`config.mk`:
```
export PLATFORM = sky130hd
export DESIGN_NAME = adco_axis_drive
export DESIGN_NICKNAME = d
export VERILOG_FILES = /design/src/hw/adco_axis_drive.v
export VERILOG_INCLUDE_DIRS = /design/src /design/src/hw
export SDC_FILE = /design/constraint.sdc
export NUM_CORES = 1
export LEC_CHECK = 0
export ABC_AREA = 1
export BUFFER_PORTS_ARGS = -buffer_cell sky130_fd_sc_hd__buf_4
export CORE_AREA = 5 5 282 284
export DETAILED_ROUTE_END_ITERATION = 12
export DIE_AREA = 0 0 287 289
export MAX_ROUTING_LAYER = met4
export SLEW_MARGIN = 20
export SYNTH_ARGS = -nofsm -noshare
export SYNTH_HDL_FRONTEND = slang
export SYNTH_SLANG_ARGS = --single-unit
```
`constraint.sdc`:
```
create_clock -name clk_sys -period 3.45 [get_ports clk_sys]
set_input_delay 0.1725 -clock clk_sys [delete_from_list [all_inputs] [get_ports clk_sys]]
set_output_delay 0.1725 -clock clk_sys [all_outputs]
set_load 0.01 [all_outputs]
```
`src/hw/adco_defs.vh`:
```
// Constants for the axis drive configuration and output block
`ifndef ADCO_DEFS_VH
`define ADCO_DEFS_VH
`define ADCO_NUM_AXES 8
`define ADCO_SMALL_OUT_BITS 8
`define ADCO_WIDE_OUT_BITS 16
`define ADCO_OFS_OUT_BYTE 12'h02b
`define ADCO_OFS_OUT_WIDE_LO 12'h02e
`define ADCO_OFS_OUT_WIDE_HI 12'h02f
`define ADCO_OFS_SWITCH_BASE 12'h105
`define ADCO_OFS_STATUS2_BASE 12'h115
`define ADCO_SWITCH_STEP_BIT 0
`define ADCO_STATUS2_ON_BIT 0
`define ADCO_MT_SERVO 3'sd1
`define ADCO_MT_SERVO_REV -3'sd1
`define ADCO_MT_STEP_LOW 3'sd2
`define ADCO_MT_STEP_HIGH -3'sd2
`define ADCO_MT_RESET 3'h1
`define ADCO_SAMPLE_NS 2000000
`define ADCO_CLK_NS 10
`define ADCO_SAMPLE_CYC (`ADCO_SAMPLE_NS / `ADCO_CLK_NS)
`define ADCO_NOP_MAX_SMALL 37
`define ADCO_NOP_MAX_WIDE 77
`endif

```
`src/hw/adco_axis_drive.v`:
```
// Per-axis motor-off, reverse trippoint, drive type and general output logic
// What this block does
// - Motor-off disables named axes, or all when none named; others unchanged.
// - Per-axis off state reads 1 when off, 0 under servo.
// - Encoder position keeps tracking while the axis is off.
// - Status word two bit zero reads 0 when the axis is off.
// - Reverse trippoint stalls next command until axis crosses position moving negative.
// - Trippoint position is signed 32-bit quadrature counts.
// - Trippoint compares absolute position once per servo sample.
// - Trippoint also works on monitored or externally driven axes.
// - Drive codes: 1 servo, -1 servo reversed, 2 step low, -2 step high.
// - Reversed polarity inverts analog command or step pulse level.
// - Servo gets analog command; stepper gets step and direction outputs.
// - Switch word bit zero reads 1 with stepper jumper fitted; axis one at 105.
// - Output-bit command drives 1 for non-zero value, 0 for zero.
// - Output bits 1 to 8 on small, 1 to 16 on large controllers.
// - Output port mirrored in shared memory; host writes change outputs immediately.
// - No-operation command affects nothing; comment length 37 or 77.
`timescale 1ns/10ps
`include "adco_defs.vh"

module adco_axis_drive #(
  parameter SAMPLE_CYC = `ADCO_SAMPLE_CYC
) (
  input wire clk_sys,
  input wire rst_n,
  input wire wide_model,
  input wire cmd_valid,
  input wire [2:0] cmd_op,
  input wire [7:0] cmd_axis_mask,
  input wire signed [31:0] cmd_value,
  input wire [3:0] cmd_bit_index,
  input wire [6:0] cmd_nop_len,
  input wire [7:0] axis_moving,
  input wire [8*32-1:0] enc_pos,
  input wire [8*16-1:0] loop_cmd,
  input wire [7:0] step_pulse_raw,
  input wire [7:0] step_dir_raw,
  input wire [7:0] stepper_select_jumper,
  input wire mem_wr,
  input wire mem_rd,
  input wire [11:0] mem_addr,
  input wire [7:0] mem_wdata,
  output reg [7:0] mem_rdata,
  output reg cmd_ready,
  output reg cmd_error,
  output reg [7:0] axis_off_state,
  output reg [8*3-1:0] drive_type_value,
  output reg [8*16-1:0] analog_cmd,
  output reg [7:0] step_out,
  output reg [7:0] dir_out,
  output reg [15:0] gen_out,
  output reg trip_busy,
  output reg [31:0] pos_latched
);

  // Command codes
  localparam [2:0] OP_NOP = 3'h0;
  localparam [2:0] OP_OFF = 3'h1;
  localparam [2:0] OP_ON = 3'h2;
  localparam [2:0] OP_TRIP = 3'h3;
  localparam [2:0] OP_TYPE = 3'h4;
  localparam [2:0] OP_OBIT = 3'h5;

  reg [21:0] sample_cnt_reg;
  reg sample_tick_reg;
  reg [2:0] trip_axis_reg;
  reg signed [31:0] trip_pos_reg;
  reg signed [31:0] prev_pos_reg;
  wire [7:0] all_mask;
  wire [7:0] axes_mask;
  wire [15:0] obit_mask;
  reg [2:0] trip_sel;
  wire trip_one_hot;
  wire signed [31:0] trip_cur;
  wire [7:0] sel_moving;
  wire cmd_bad;
  wire bad_moving;
  wire bad_trip_mask;
  wire type_code_ok;
  wire bad_type_code;
  wire bad_bit_index;
  wire bad_nop_len;
  wire moved_back;
  wire at_or_past;
  wire hit_switch;
  wire hit_status;
  wire [2:0] axis_slot;
  integer k;

  assign all_mask = wide_model ? 8'hff : 8'h0f;
  // No axes named means every present axis
  assign axes_mask = (cmd_axis_mask == 8'h00) ? all_mask : (cmd_axis_mask & all_mask);
  assign obit_mask = 16'h0001 << cmd_bit_index;
  assign sel_moving = axes_mask & axis_moving;
  assign trip_one_hot = (cmd_axis_mask != 8'h00) &&
                        ((cmd_axis_mask & (cmd_axis_mask - 8'h01)) == 8'h00) &&
                        ((cmd_axis_mask & ~all_mask) == 8'h00);

  // Axis number of the single named trippoint axis
  always @* begin
    trip_sel = 3'h0;
    if (cmd_axis_mask[7]) begin
      trip_sel = 3'h7;
    end else if (cmd_axis_mask[6]) begin
      trip_sel = 3'h6;
    end else if (cmd_axis_mask[5]) begin
      trip_sel = 3'h5;
    end else if (cmd_axis_mask[4]) begin
      trip_sel = 3'h4;
    end else if (cmd_axis_mask[3]) begin
      trip_sel = 3'h3;
    end else if (cmd_axis_mask[2]) begin
      trip_sel = 3'h2;
    end else if (cmd_axis_mask[1]) begin
      trip_sel = 3'h1;
    end
  end

  // Encoder position always live, motor off or not
  assign trip_cur = enc_pos[trip_axis_reg*32 +: 32];
  // Position fell since the last sample
  assign moved_back = trip_cur < prev_pos_reg;
  // At or beyond the target on the negative side
  assign at_or_past = trip_cur <= trip_pos_reg;
  // Motor-off and drive type refused on a moving axis
  assign bad_moving = (cmd_op == OP_OFF || cmd_op == OP_TYPE) &&
                      (sel_moving != 8'h00);
  // Trippoint needs exactly one present axis
  assign bad_trip_mask = (cmd_op == OP_TRIP) && !trip_one_hot;
  // Only the four drive codes are legal
  assign type_code_ok = (cmd_value == 32'sd1) || (cmd_value == -32'sd1) ||
                        (cmd_value == 32'sd2) || (cmd_value == -32'sd2);
  assign bad_type_code = (cmd_op == OP_TYPE) && !type_code_ok;
  // Output bit beyond the port of this model
  assign bad_bit_index = (cmd_op == OP_OBIT) &&
                         (cmd_bit_index > (wide_model ? 4'hf : 4'h7));
  // Comment text longer than the model allows
  assign bad_nop_len = (cmd_op == OP_NOP) &&
    (cmd_nop_len > (wide_model ? 7'd`ADCO_NOP_MAX_WIDE : 7'd`ADCO_NOP_MAX_SMALL));
  // Any failed argument check rejects the command
  assign cmd_bad = bad_moving || bad_trip_mask || bad_type_code || bad_bit_index || bad_nop_len;
  // Per-axis word windows in shared memory
  assign hit_switch = (mem_addr >= `ADCO_OFS_SWITCH_BASE) &&
                      (mem_addr < `ADCO_OFS_SWITCH_BASE + 12'h008);
  assign hit_status = (mem_addr >= `ADCO_OFS_STATUS2_BASE) &&
                      (mem_addr < `ADCO_OFS_STATUS2_BASE + 12'h008);
  // Axis number from the low address bits
  assign axis_slot = mem_addr[2:0] - 3'h5;

  ////////////////////////////////////////////////////////////////////////////////
  // Servo sample timebase
  always @(posedge clk_sys or negedge rst_n) begin
    if (!rst_n) begin
      sample_cnt_reg <= 22'h0;
      sample_tick_reg <= 1'b0;
    end else if (sample_cnt_reg == SAMPLE_CYC - 1) begin
      sample_cnt_reg <= 22'h0;
      sample_tick_reg <= 1'b1;
    end else begin
      sample_cnt_reg <= sample_cnt_reg + 22'h1;
      sample_tick_reg <= 1'b0;
    end
  end

  ////////////////////////////////////////////////////////////////////////////////
  // Command execution, trippoint stall and output port
  always @(posedge clk_sys or negedge rst_n) begin
    if (!rst_n) begin
      cmd_ready <= 1'b1;
      cmd_error <= 1'b0;
      axis_off_state <= 8'h00;
      drive_type_value <= {8{`ADCO_MT_RESET}};
      gen_out <= 16'h0000;
      trip_busy <= 1'b0;
      trip_axis_reg <= 3'h0;
      trip_pos_reg <= 32'sd0;
      prev_pos_reg <= 32'sd0;
      pos_latched <= 32'h0;
    end else begin
      cmd_error <= 1'b0;
      if (trip_busy) begin
        // Checked only on sample ticks, so crossing may be late by one sample
        if (sample_tick_reg) begin
          prev_pos_reg <= trip_cur;
          // Crossing the point while travelling negative
          if (moved_back && at_or_past) begin
            trip_busy <= 1'b0;
            cmd_ready <= 1'b1;
            pos_latched <= trip_cur;
          end
        end
      end else if (cmd_valid) begin
        if (cmd_bad) begin
          cmd_error <= 1'b1;
        end else begin
          case (cmd_op)
            OP_OFF: axis_off_state <= axis_off_state | axes_mask;
            OP_ON: axis_off_state <= axis_off_state & ~axes_mask;
            OP_TRIP: begin
              // Stall further commands until crossing
              trip_busy <= 1'b1;
              cmd_ready <= 1'b0;
              trip_axis_reg <= trip_sel;
              trip_pos_reg <= cmd_value;
              prev_pos_reg <= enc_pos[trip_sel*32 +: 32];
            end
            OP_TYPE: begin
              for (k = 0; k < 8; k = k + 1) begin
                if (axes_mask[k]) begin
                  drive_type_value[k*3 +: 3] <= cmd_value[2:0];
                end
              end
            end
            OP_OBIT: begin
              // Non-zero expression value drives a one
              if (cmd_value != 32'sd0) begin
                gen_out <= gen_out | obit_mask;
              end else begin
                gen_out <= gen_out & ~obit_mask;
              end
            end
            default: ; // No-operation leaves everything alone
          endcase
        end
      end
      // Host write to the mirror changes outputs at once
      if (mem_wr) begin
        if (!wide_model && mem_addr == `ADCO_OFS_OUT_BYTE) begin
          gen_out[7:0] <= mem_wdata;
        end else if (wide_model && mem_addr == `ADCO_OFS_OUT_WIDE_LO) begin
          gen_out[7:0] <= mem_wdata;
        end else if (wide_model && mem_addr == `ADCO_OFS_OUT_WIDE_HI) begin
          gen_out[15:8] <= mem_wdata;
        end
      end
    end
  end

  ////////////////////////////////////////////////////////////////////////////////
  // Shared memory read port
  always @(posedge clk_sys or negedge rst_n) begin
    if (!rst_n) begin
      mem_rdata <= 8'h00;
    end else if (mem_rd) begin
      if (!wide_model && mem_addr == `ADCO_OFS_OUT_BYTE) begin
        mem_rdata <= gen_out[7:0];
      end else if (wide_model && mem_addr == `ADCO_OFS_OUT_WIDE_LO) begin
        mem_rdata <= gen_out[7:0];
      end else if (wide_model && mem_addr == `ADCO_OFS_OUT_WIDE_HI) begin
        mem_rdata <= gen_out[15:8];
      end else if (hit_switch) begin
        // Stepper jumper presence
        mem_rdata <= {7'h00, stepper_select_jumper[axis_slot]};
      end else if (hit_status) begin
        // Bit zero low when motor off
        mem_rdata <= {7'h00, ~axis_off_state[axis_slot]};
      end else begin
        mem_rdata <= 8'h00;
      end
    end
  end

  ////////////////////////////////////////////////////////////////////////////////
  // Per-axis drive outputs
  genvar g;
  generate
    for (g = 0; g < 8; g = g + 1) begin : g_axis
      wire [2:0] mt = drive_type_value[g*3 +: 3];
      wire is_step = (mt == `ADCO_MT_STEP_LOW) || (mt == `ADCO_MT_STEP_HIGH);
      always @(posedge clk_sys or negedge rst_n) begin
        if (!rst_n) begin
          analog_cmd[g*16 +: 16] <= 16'h0000;
          step_out[g] <= 1'b1;
          dir_out[g] <= 1'b0;
        end else if (axis_off_state[g]) begin
          // Loop disabled: zero command, step idle
          analog_cmd[g*16 +: 16] <= 16'h0000;
          step_out[g] <= (mt == `ADCO_MT_STEP_LOW);
          dir_out[g] <= 1'b0;
        end else if (is_step) begin
          // Step pulses only when jumper fitted; direction passed through regardless
          analog_cmd[g*16 +: 16] <= 16'h0000;
          step_out[g] <= (step_pulse_raw[g] & stepper_select_jumper[g]) ^
                         (mt == `ADCO_MT_STEP_LOW);
          dir_out[g] <= step_dir_raw[g];
        end else begin
          // Full-scale code spans plus or minus ten volts
          analog_cmd[g*16 +: 16] <= (mt == `ADCO_MT_SERVO_REV) ?
            16'h0000 - loop_cmd[g*16 +: 16] : loop_cmd[g*16 +: 16];
          step_out[g] <= 1'b1;
          dir_out[g] <= 1'b0;
        end
      end
    end
  endgenerate

endmodule

```
# Word-level counts from Yosys, hierarchy flattened
# Index checks and enable logic that the tools add are counted.
[totals]
out_inout_bits = 235
word_cells = 302
romBits = 0
input_bits = 496
n_memories = 0
ramBits = 0
ff_bits = 325
latchBits = 0
[op_classes]
multipliers = 0
bitwise = 30
eq_ne = 40
n_div = 0
n_reduce_logical = 55
shifts = 3
n_mux = 110
n_addsub = 11
magnitude_cmp = 9
[op_table]
columns = ["cell", "n"]
rows = [
  ["256-bit by 9-bit indexed part select with 32-bit output", 2],
  ["16-bit 2-to-1 mux", 30],
  ["32-bit 2-to-1 mux", 5],
  ["1-bit by 16-bit subtractor with 16-bit output (first input constant)", 8],
  ["8-bit 2-to-1 mux", 10],
  ["32-bit by 2-bit == test with 1-bit output (second input constant)", 2],
  ["3-bit == test (second input constant)", 18],
  ["1-bit 2-to-1 mux", 53],
  ["5-bit AND reduction", 9],
  ["8-bit AND", 5],
  ["12-bit by 6-bit == test with 1-bit output (second input constant)", 3],
  ["32-bit by 1-bit == test with 1-bit output (second input constant)", 1],
  ["32-bit by 3-bit == test with 1-bit output (second input constant)", 1],
  ["32-bit less-or-equal comparator", 1],
  ["32-bit less-than comparator", 1],
  ["32-bit nonzero test", 1],
  ["3-bit by 2-bit == test with 1-bit output (second input constant)", 10],
  ["12-bit by 9-bit >= comparator with 1-bit output (second input constant)", 2],
  ["8-bit logical NOT", 3],
  ["12-bit by 9-bit less-than comparator with 1-bit output (second input constant)", 2],
  ["22-bit by 1-bit adder with 22-bit output (second input constant)", 1],
  ["22-bit by 18-bit == test with 1-bit output (second input constant)", 1],
  ["22-bit 2-to-1 mux", 1],
  ["16-bit AND", 1],
  ["other kinds (30)", 87],
]

# Longest topological paths before layout
[logic_depth]
depth_word = 18
depth_mapped = 26
mapped_depth_nobuf = 22

# Least setup slack after synthesis
# OpenSTA, ideal clock, no wires.
[synth_path]
kind = "flip-flop to flip-flop"
start = "reg trip_axis_reg[0]"
end = "reg pos_latched[10]"
arrival_ns = 3.173
required_ns = 3.333
stages_incl_launch_ff = 23
n_path_buf = 4
synth_period_minus_slack_ns = 3.290
path_slack_ns = 0.160
path_cell_list = "dfrtp_1 buf_2 inv_2 clkbuf_1 clkbuf_1 o21ai_0 nand2_1 nor2_1 a31oi_1 ha_1 nand4_1 inv_1 nand2_1 o211ai_1 a31oi_1 nand3_1 nand3_1 nand2_1 inv_1 nand4_2 buf_2 nand2_1 nand2_1"
[synth_via]
elab_chain_cells = 4
elab_cells_between_ends = 5
classes_between = "order compare (2); shift (1); reduce/logical (2)"
[synth_lines]
columns = ["item", "line_no", "rtl"]
rows = [
  ["start, declared", "adco_axis_drive.v:67", "reg [2:0] trip_axis_reg;"],
  ["start signal, assigned", "adco_axis_drive.v:204", "trip_axis_reg <= trip_sel;"],
  ["256-bit by 9-bit indexed part select with 32-bit output (*)", "adco_axis_drive.v:121", "assign trip_cur = enc_pos[trip_axis_reg*32 +: 32];"],
  ["net trip_cur[31]", "adco_axis_drive.v:75", "wire signed [31:0] trip_cur;"],
  ["32-bit less-than comparator or 32-bit less-or-equal comparator (tied branches)", "adco_axis_drive.v:123, adco_axis_drive.v:125", ""],
  ["1-bit logical AND (*)", "adco_axis_drive.v:187", "if (moved_back && at_or_past) begin"],
  ["3-bit AND reduction (no line) (*)", "-", ""],
  ["end signal, assigned", "adco_axis_drive.v:190", "pos_latched <= trip_cur;"],
  ["end, declared", "adco_axis_drive.v:54", "output reg [31:0] pos_latched"],
]
# Mark *: on every way through the listed nets, which the timed path passes. The rest lies on a longest branch.
# A chain may end at the register's enable or synchronous reset.

# Final worst setup path
[layout_path]
start = "reg trip_axis_reg[0]"
end = "reg pos_latched[18]"
# The elaborated chain is that of the path after synthesis.

==> flow_metrics.py <==
metrics = {
    "die": {
        "core_um2": 76800,
        "die-area_um2": 82900,
        "initial_core_util_pct": 28.8,
        "num_rows": 102,
        "die_w_um": 287,
        "die_y_um": 289,
        "io_pins": 731,
    },
    "grt": {
        "grt_pass1_vias": 25100,
        "grt_pass1_wl_mm": 155,
        "grt_max_degree": 77,
        "overflow": 0,
        "grtUsageTotal_pct": 24.9,
        "grt_antenna_before_repair": 26,
    },
    "detailed_routing": {
        "drtIter0Drc": 2382,
        "routed_wl_mm": 109,
        "drcViolationCount": 0,
        "num_vias": 26600,
        "ant_nets": 0,
        "vias_per_cell": 5.04,
        "post_drt_wl_per_cell_um": 20.8,
        "firstDrtPassIters": 6,
    },
    "synthesis": {
        "synth_cell_types": 53,
        "syn_nets": 3777,
        "synth-seq-cells": 325,
        "synth_edf_count": 0,
        "synth-main-ff-cell": "dfrtp_1",
        "async_flop_share_pct": 100,
        "synth_area_um2": 22200,
        "ys_seq_area_share_pct": 36.8,
        "netlist_instances": 3201,
        "ys_warn_count": 0,
        "avgSynthCellArea_um2": 6.92,
    },
    "sta": {
        "slew_headroom_pct": 23.6,
        "fin_ws_ns": -0.0715,
        "slew_viol_final": 0,
        "final_hold_viol_count": 0,
        "period_needed_ns": 3.52,
        "tns_ns": -1.54,
        "finalCritPeriodShare_pct": 102,
        "setup_viol": 32,
        "max_freq_ghz": 0.284,
        "rsz0062_at_grt": "yes",
        "hold_slack_ns": 0.0316,
        "fin_worst_skew_ns": 0.0264,
        "tightest_slew_ns": 1.14,
    },
    "run_status": {
        "violations": "setup timing",
        "outcome": "complete, but fails checks",
    },
    "setup_path": {
        "r2r_start": "trip_axis_reg[0]$_DFFE_PN0P_",
        "worstPathArrival_ns": 3.97,
        "crit_slowest_cell": "dfrtp_4",
        "cp-end-kind": "register",
        "path_cells": "buf_8, clkinv_8, buf_4, o21ai_0, a31oi_2, buf_4, ha_1, a21oi_2, o21ai_0, nand2_1, o211ai_1, nand2_1, nand2_1, a21oi_2, nand2_1, nand2_2, nand4_4, clkbuf_16, nand2_2, nand2_1",
        "slowest_delay_ns": 0.49,
        "crit_path_start": "trip_axis_reg[0]$_DFFE_PN0P_",
        "cp_max_fo": 16,
        "cp.required_ns": 3.90,
        "criticalPathCategory": "reg -> reg",
        "rrSetupSlack_ns": -0.07,
        "cp-start-kind": "register",
        "ff2ff_path_depth": 20,
        "cp_common_cell": "nand2_1",
        "r2r-end": "pos_latched[18]$_DFFE_PN0P_",
    },
    "clocking": {
        "clkSlewWorstSetupHoldPaths_ns": 0.06,
        "tritoncts": "yes",
        "clk_latency_ns": 0.58,
        "clock_sinks": 325,
        "cts_max_level": 2,
        "clock-root-buffer": "clkbuf_16",
        "cts_buffers": 40,
        "cts-root-to-sink-buffers": 3,
    },
    "final_layout": {
        "final_util_pct": 44.1,
        "area_growth_pct": 52.9,
        "largest_reg_flops": 128,
        "fin_nets": 4743,
        "largest_register": "analog_cmd",
        "drive_gt1_share_pct": 25.1,
        "fillers": 7673,
    },
    "min_path": {
        "hp-start": "stepper_select_jumper[6]",
        "hold_class": "in -> reg",
        "hold_depth": 4,
        "hold_end": "step_out[6]$_DFF_PN1_",
    },
    "placement": {
        "portBuffers": 730,
        "gp_congestion": 1.01,
        "dp_hpwl_mm": 83.5,
    },
    "power_and_ir_drop": {
        "power_density_nw_per_um2": 538,
        "irDropWorstVdd_v": 0.000340,
        "leakagePower_nw": 16.7,
    },
    "flow_run": {
        "drv_cap": 0,
    },
}
## logic make-up (layout without fill, tap and decap cells)
| kind of cell | Yosys count | count (layout) | synth area share (%) |
|---|---|---|---|
| AND/OR/NAND/NOR | 1177 | 1177 | 23.9 |
| AO/OA/AOI/OAI | 973 | 973 | 23.1 |
| buffers and inverters | 632 | 1628 | 11.1 |
| flip-flops | 325 | 325 | 36.8 |
| adder cells (fa/ha/maj) | 80 | 80 | 4.52 |
| XOR/XNOR | 13 | 13 | 0.514 |
| multiplexers | 1 | 1 | 0.0452 |
| other | 0 | 27 | 0 |
## stage by stage
stage          cell area (µm²)  instances  worst slack (ns)  total power [W]
2_1_floorplan            22200       3201             0.160          0.00911
3_3_place_gp             29200       4902            0.0694           0.0126
3_5_place_dp             29200       4902          -0.00711           0.0127
4_1_cts                  32900       5206            0.0260           0.0176
5_1_grt                  33900       5263            -0.211           0.0194
6_report                 33900       5264           -0.0715           0.0182
## cells in the final DEF (no fill, tap or decap), drive strengths merged, types with 17 or more instances in the layout
master	Yosys	final
o21ai	538	538
dfstp	17	17
nor3	133	133
dfrtp	308	308
ha	80	80
dlygate4sd3	0	232
o211ai	41	41
nand2	462	462
a31oi	45	45
and3	24	24
diode	0	27
buf	59	842
inv	469	471
nor3b	24	24
nand4	68	68
nand3	146	146
a21oi	321	321
nand3b	18	18
clkbuf	102	68
nor2	283	283
## area by class of cell
type	instances	area [µm²]	share of cell area, %
inverters	471	1780	5.27
clock buffers	57	1150	3.41
diodes	27	67.6	0.200
flip-flops and latches	325	8160	24.1
clock inverters	15	215	0.636
well taps	1040	1300	3.84
multi-input cells	2244	12000	35.4
repair buffers	1085	9190	27.1
## report_power, final
part	switching (W)	total, W	internal (W)
logic	0.00492	0.00862	0.00371
clock network	0.00181	0.00446	0.00265
registers	0.000444	0.00514	0.00470
## what timing repair did
item / CTS / global route
gates cloned: 0 / 15
buffers inserted: 0 / 16
hold endpoints to repair: 271 / 0
resized for setup: 1 / 126
pin swaps: 0 / 37
endpoints found under the setup margin: 7 / 34
hold buffers: 232 / 0
## synth_stat cells, types with 2 or more instances
cell	instances	share of area, %
a211oi_1	3	0.10
a21oi_1	320	7.2
a22o_1	3	0.12
a31oi_1	45	1.3
and3_1	24	0.68
buf_1	18	0.30
buf_2	30	0.68
buf_4	10	0.34
clkbuf_1	100	1.7
clkbuf_2	2	0.045
clkinv_1	2	0.034
dfrtp_1	308	35
dfstp_2	17	2.0
ha_1	80	4.5
inv_1	463	7.8
inv_2	5	0.085
nand2_1	457	7.7
nand2_2	3	0.085
nand3_1	145	3.3
nand3b_1	18	0.61
nand4_1	67	1.9
nor2_1	279	4.7
nor2_2	2	0.056
nor3_1	133	3.0
nor3b_1	24	0.81
nor4_1	14	0.40
o211ai_1	41	1.4
o21a_1	4	0.14
o21ai_0	497	11
o21ai_1	41	0.93
o221ai_1	7	0.28
o22ai_1	4	0.11
or2_2	4	0.11
xnor2_1	3	0.12
xor2_1	10	0.40
## worst max path at each step
stage / to / slack [ns] / depth (start not counted)
2_1_floorplan: pos_latched[10]$_DFFE_PN0P_ / 0.16 / 22
3_3_place_gp: pos_latched[5]$_DFFE_PN0P_ / 0.07 / 22
3_5_place_dp: pos_latched[29]$_DFFE_PN0P_ / -0.007 / 20
4_1_cts: pos_latched[29]$_DFFE_PN0P_ / 0.03 / 22
5_1_grt: pos_latched[14]$_DFFE_PN0P_ / -0.21 / 18
6_report: pos_latched[18]$_DFFE_PN0P_ / -0.07 / 20
## layer usage
layer | part of all wire (%) | track usage, % | routed length [µm]
met3 | 8.1 | 5.09 | 8880
met2 | 47 | 40.9 | 51600
met1 | 40 | 30.2 | 43900
met4 | 4.5 | 9.87 | 4960
met5 | 0 | - | 0
## critical path: cells and delay by family (launching register included)
kind,cells,cell delay [ns]
AND/OR/NAND/NOR,8,0.69
buffers and inverters,5,0.93
flip-flops,1,0.49
AO/OA/AOI/OAI,6,1.10
adder cells (fa/ha/maj),1,0.19
Power figures use the tool's default switching activity.
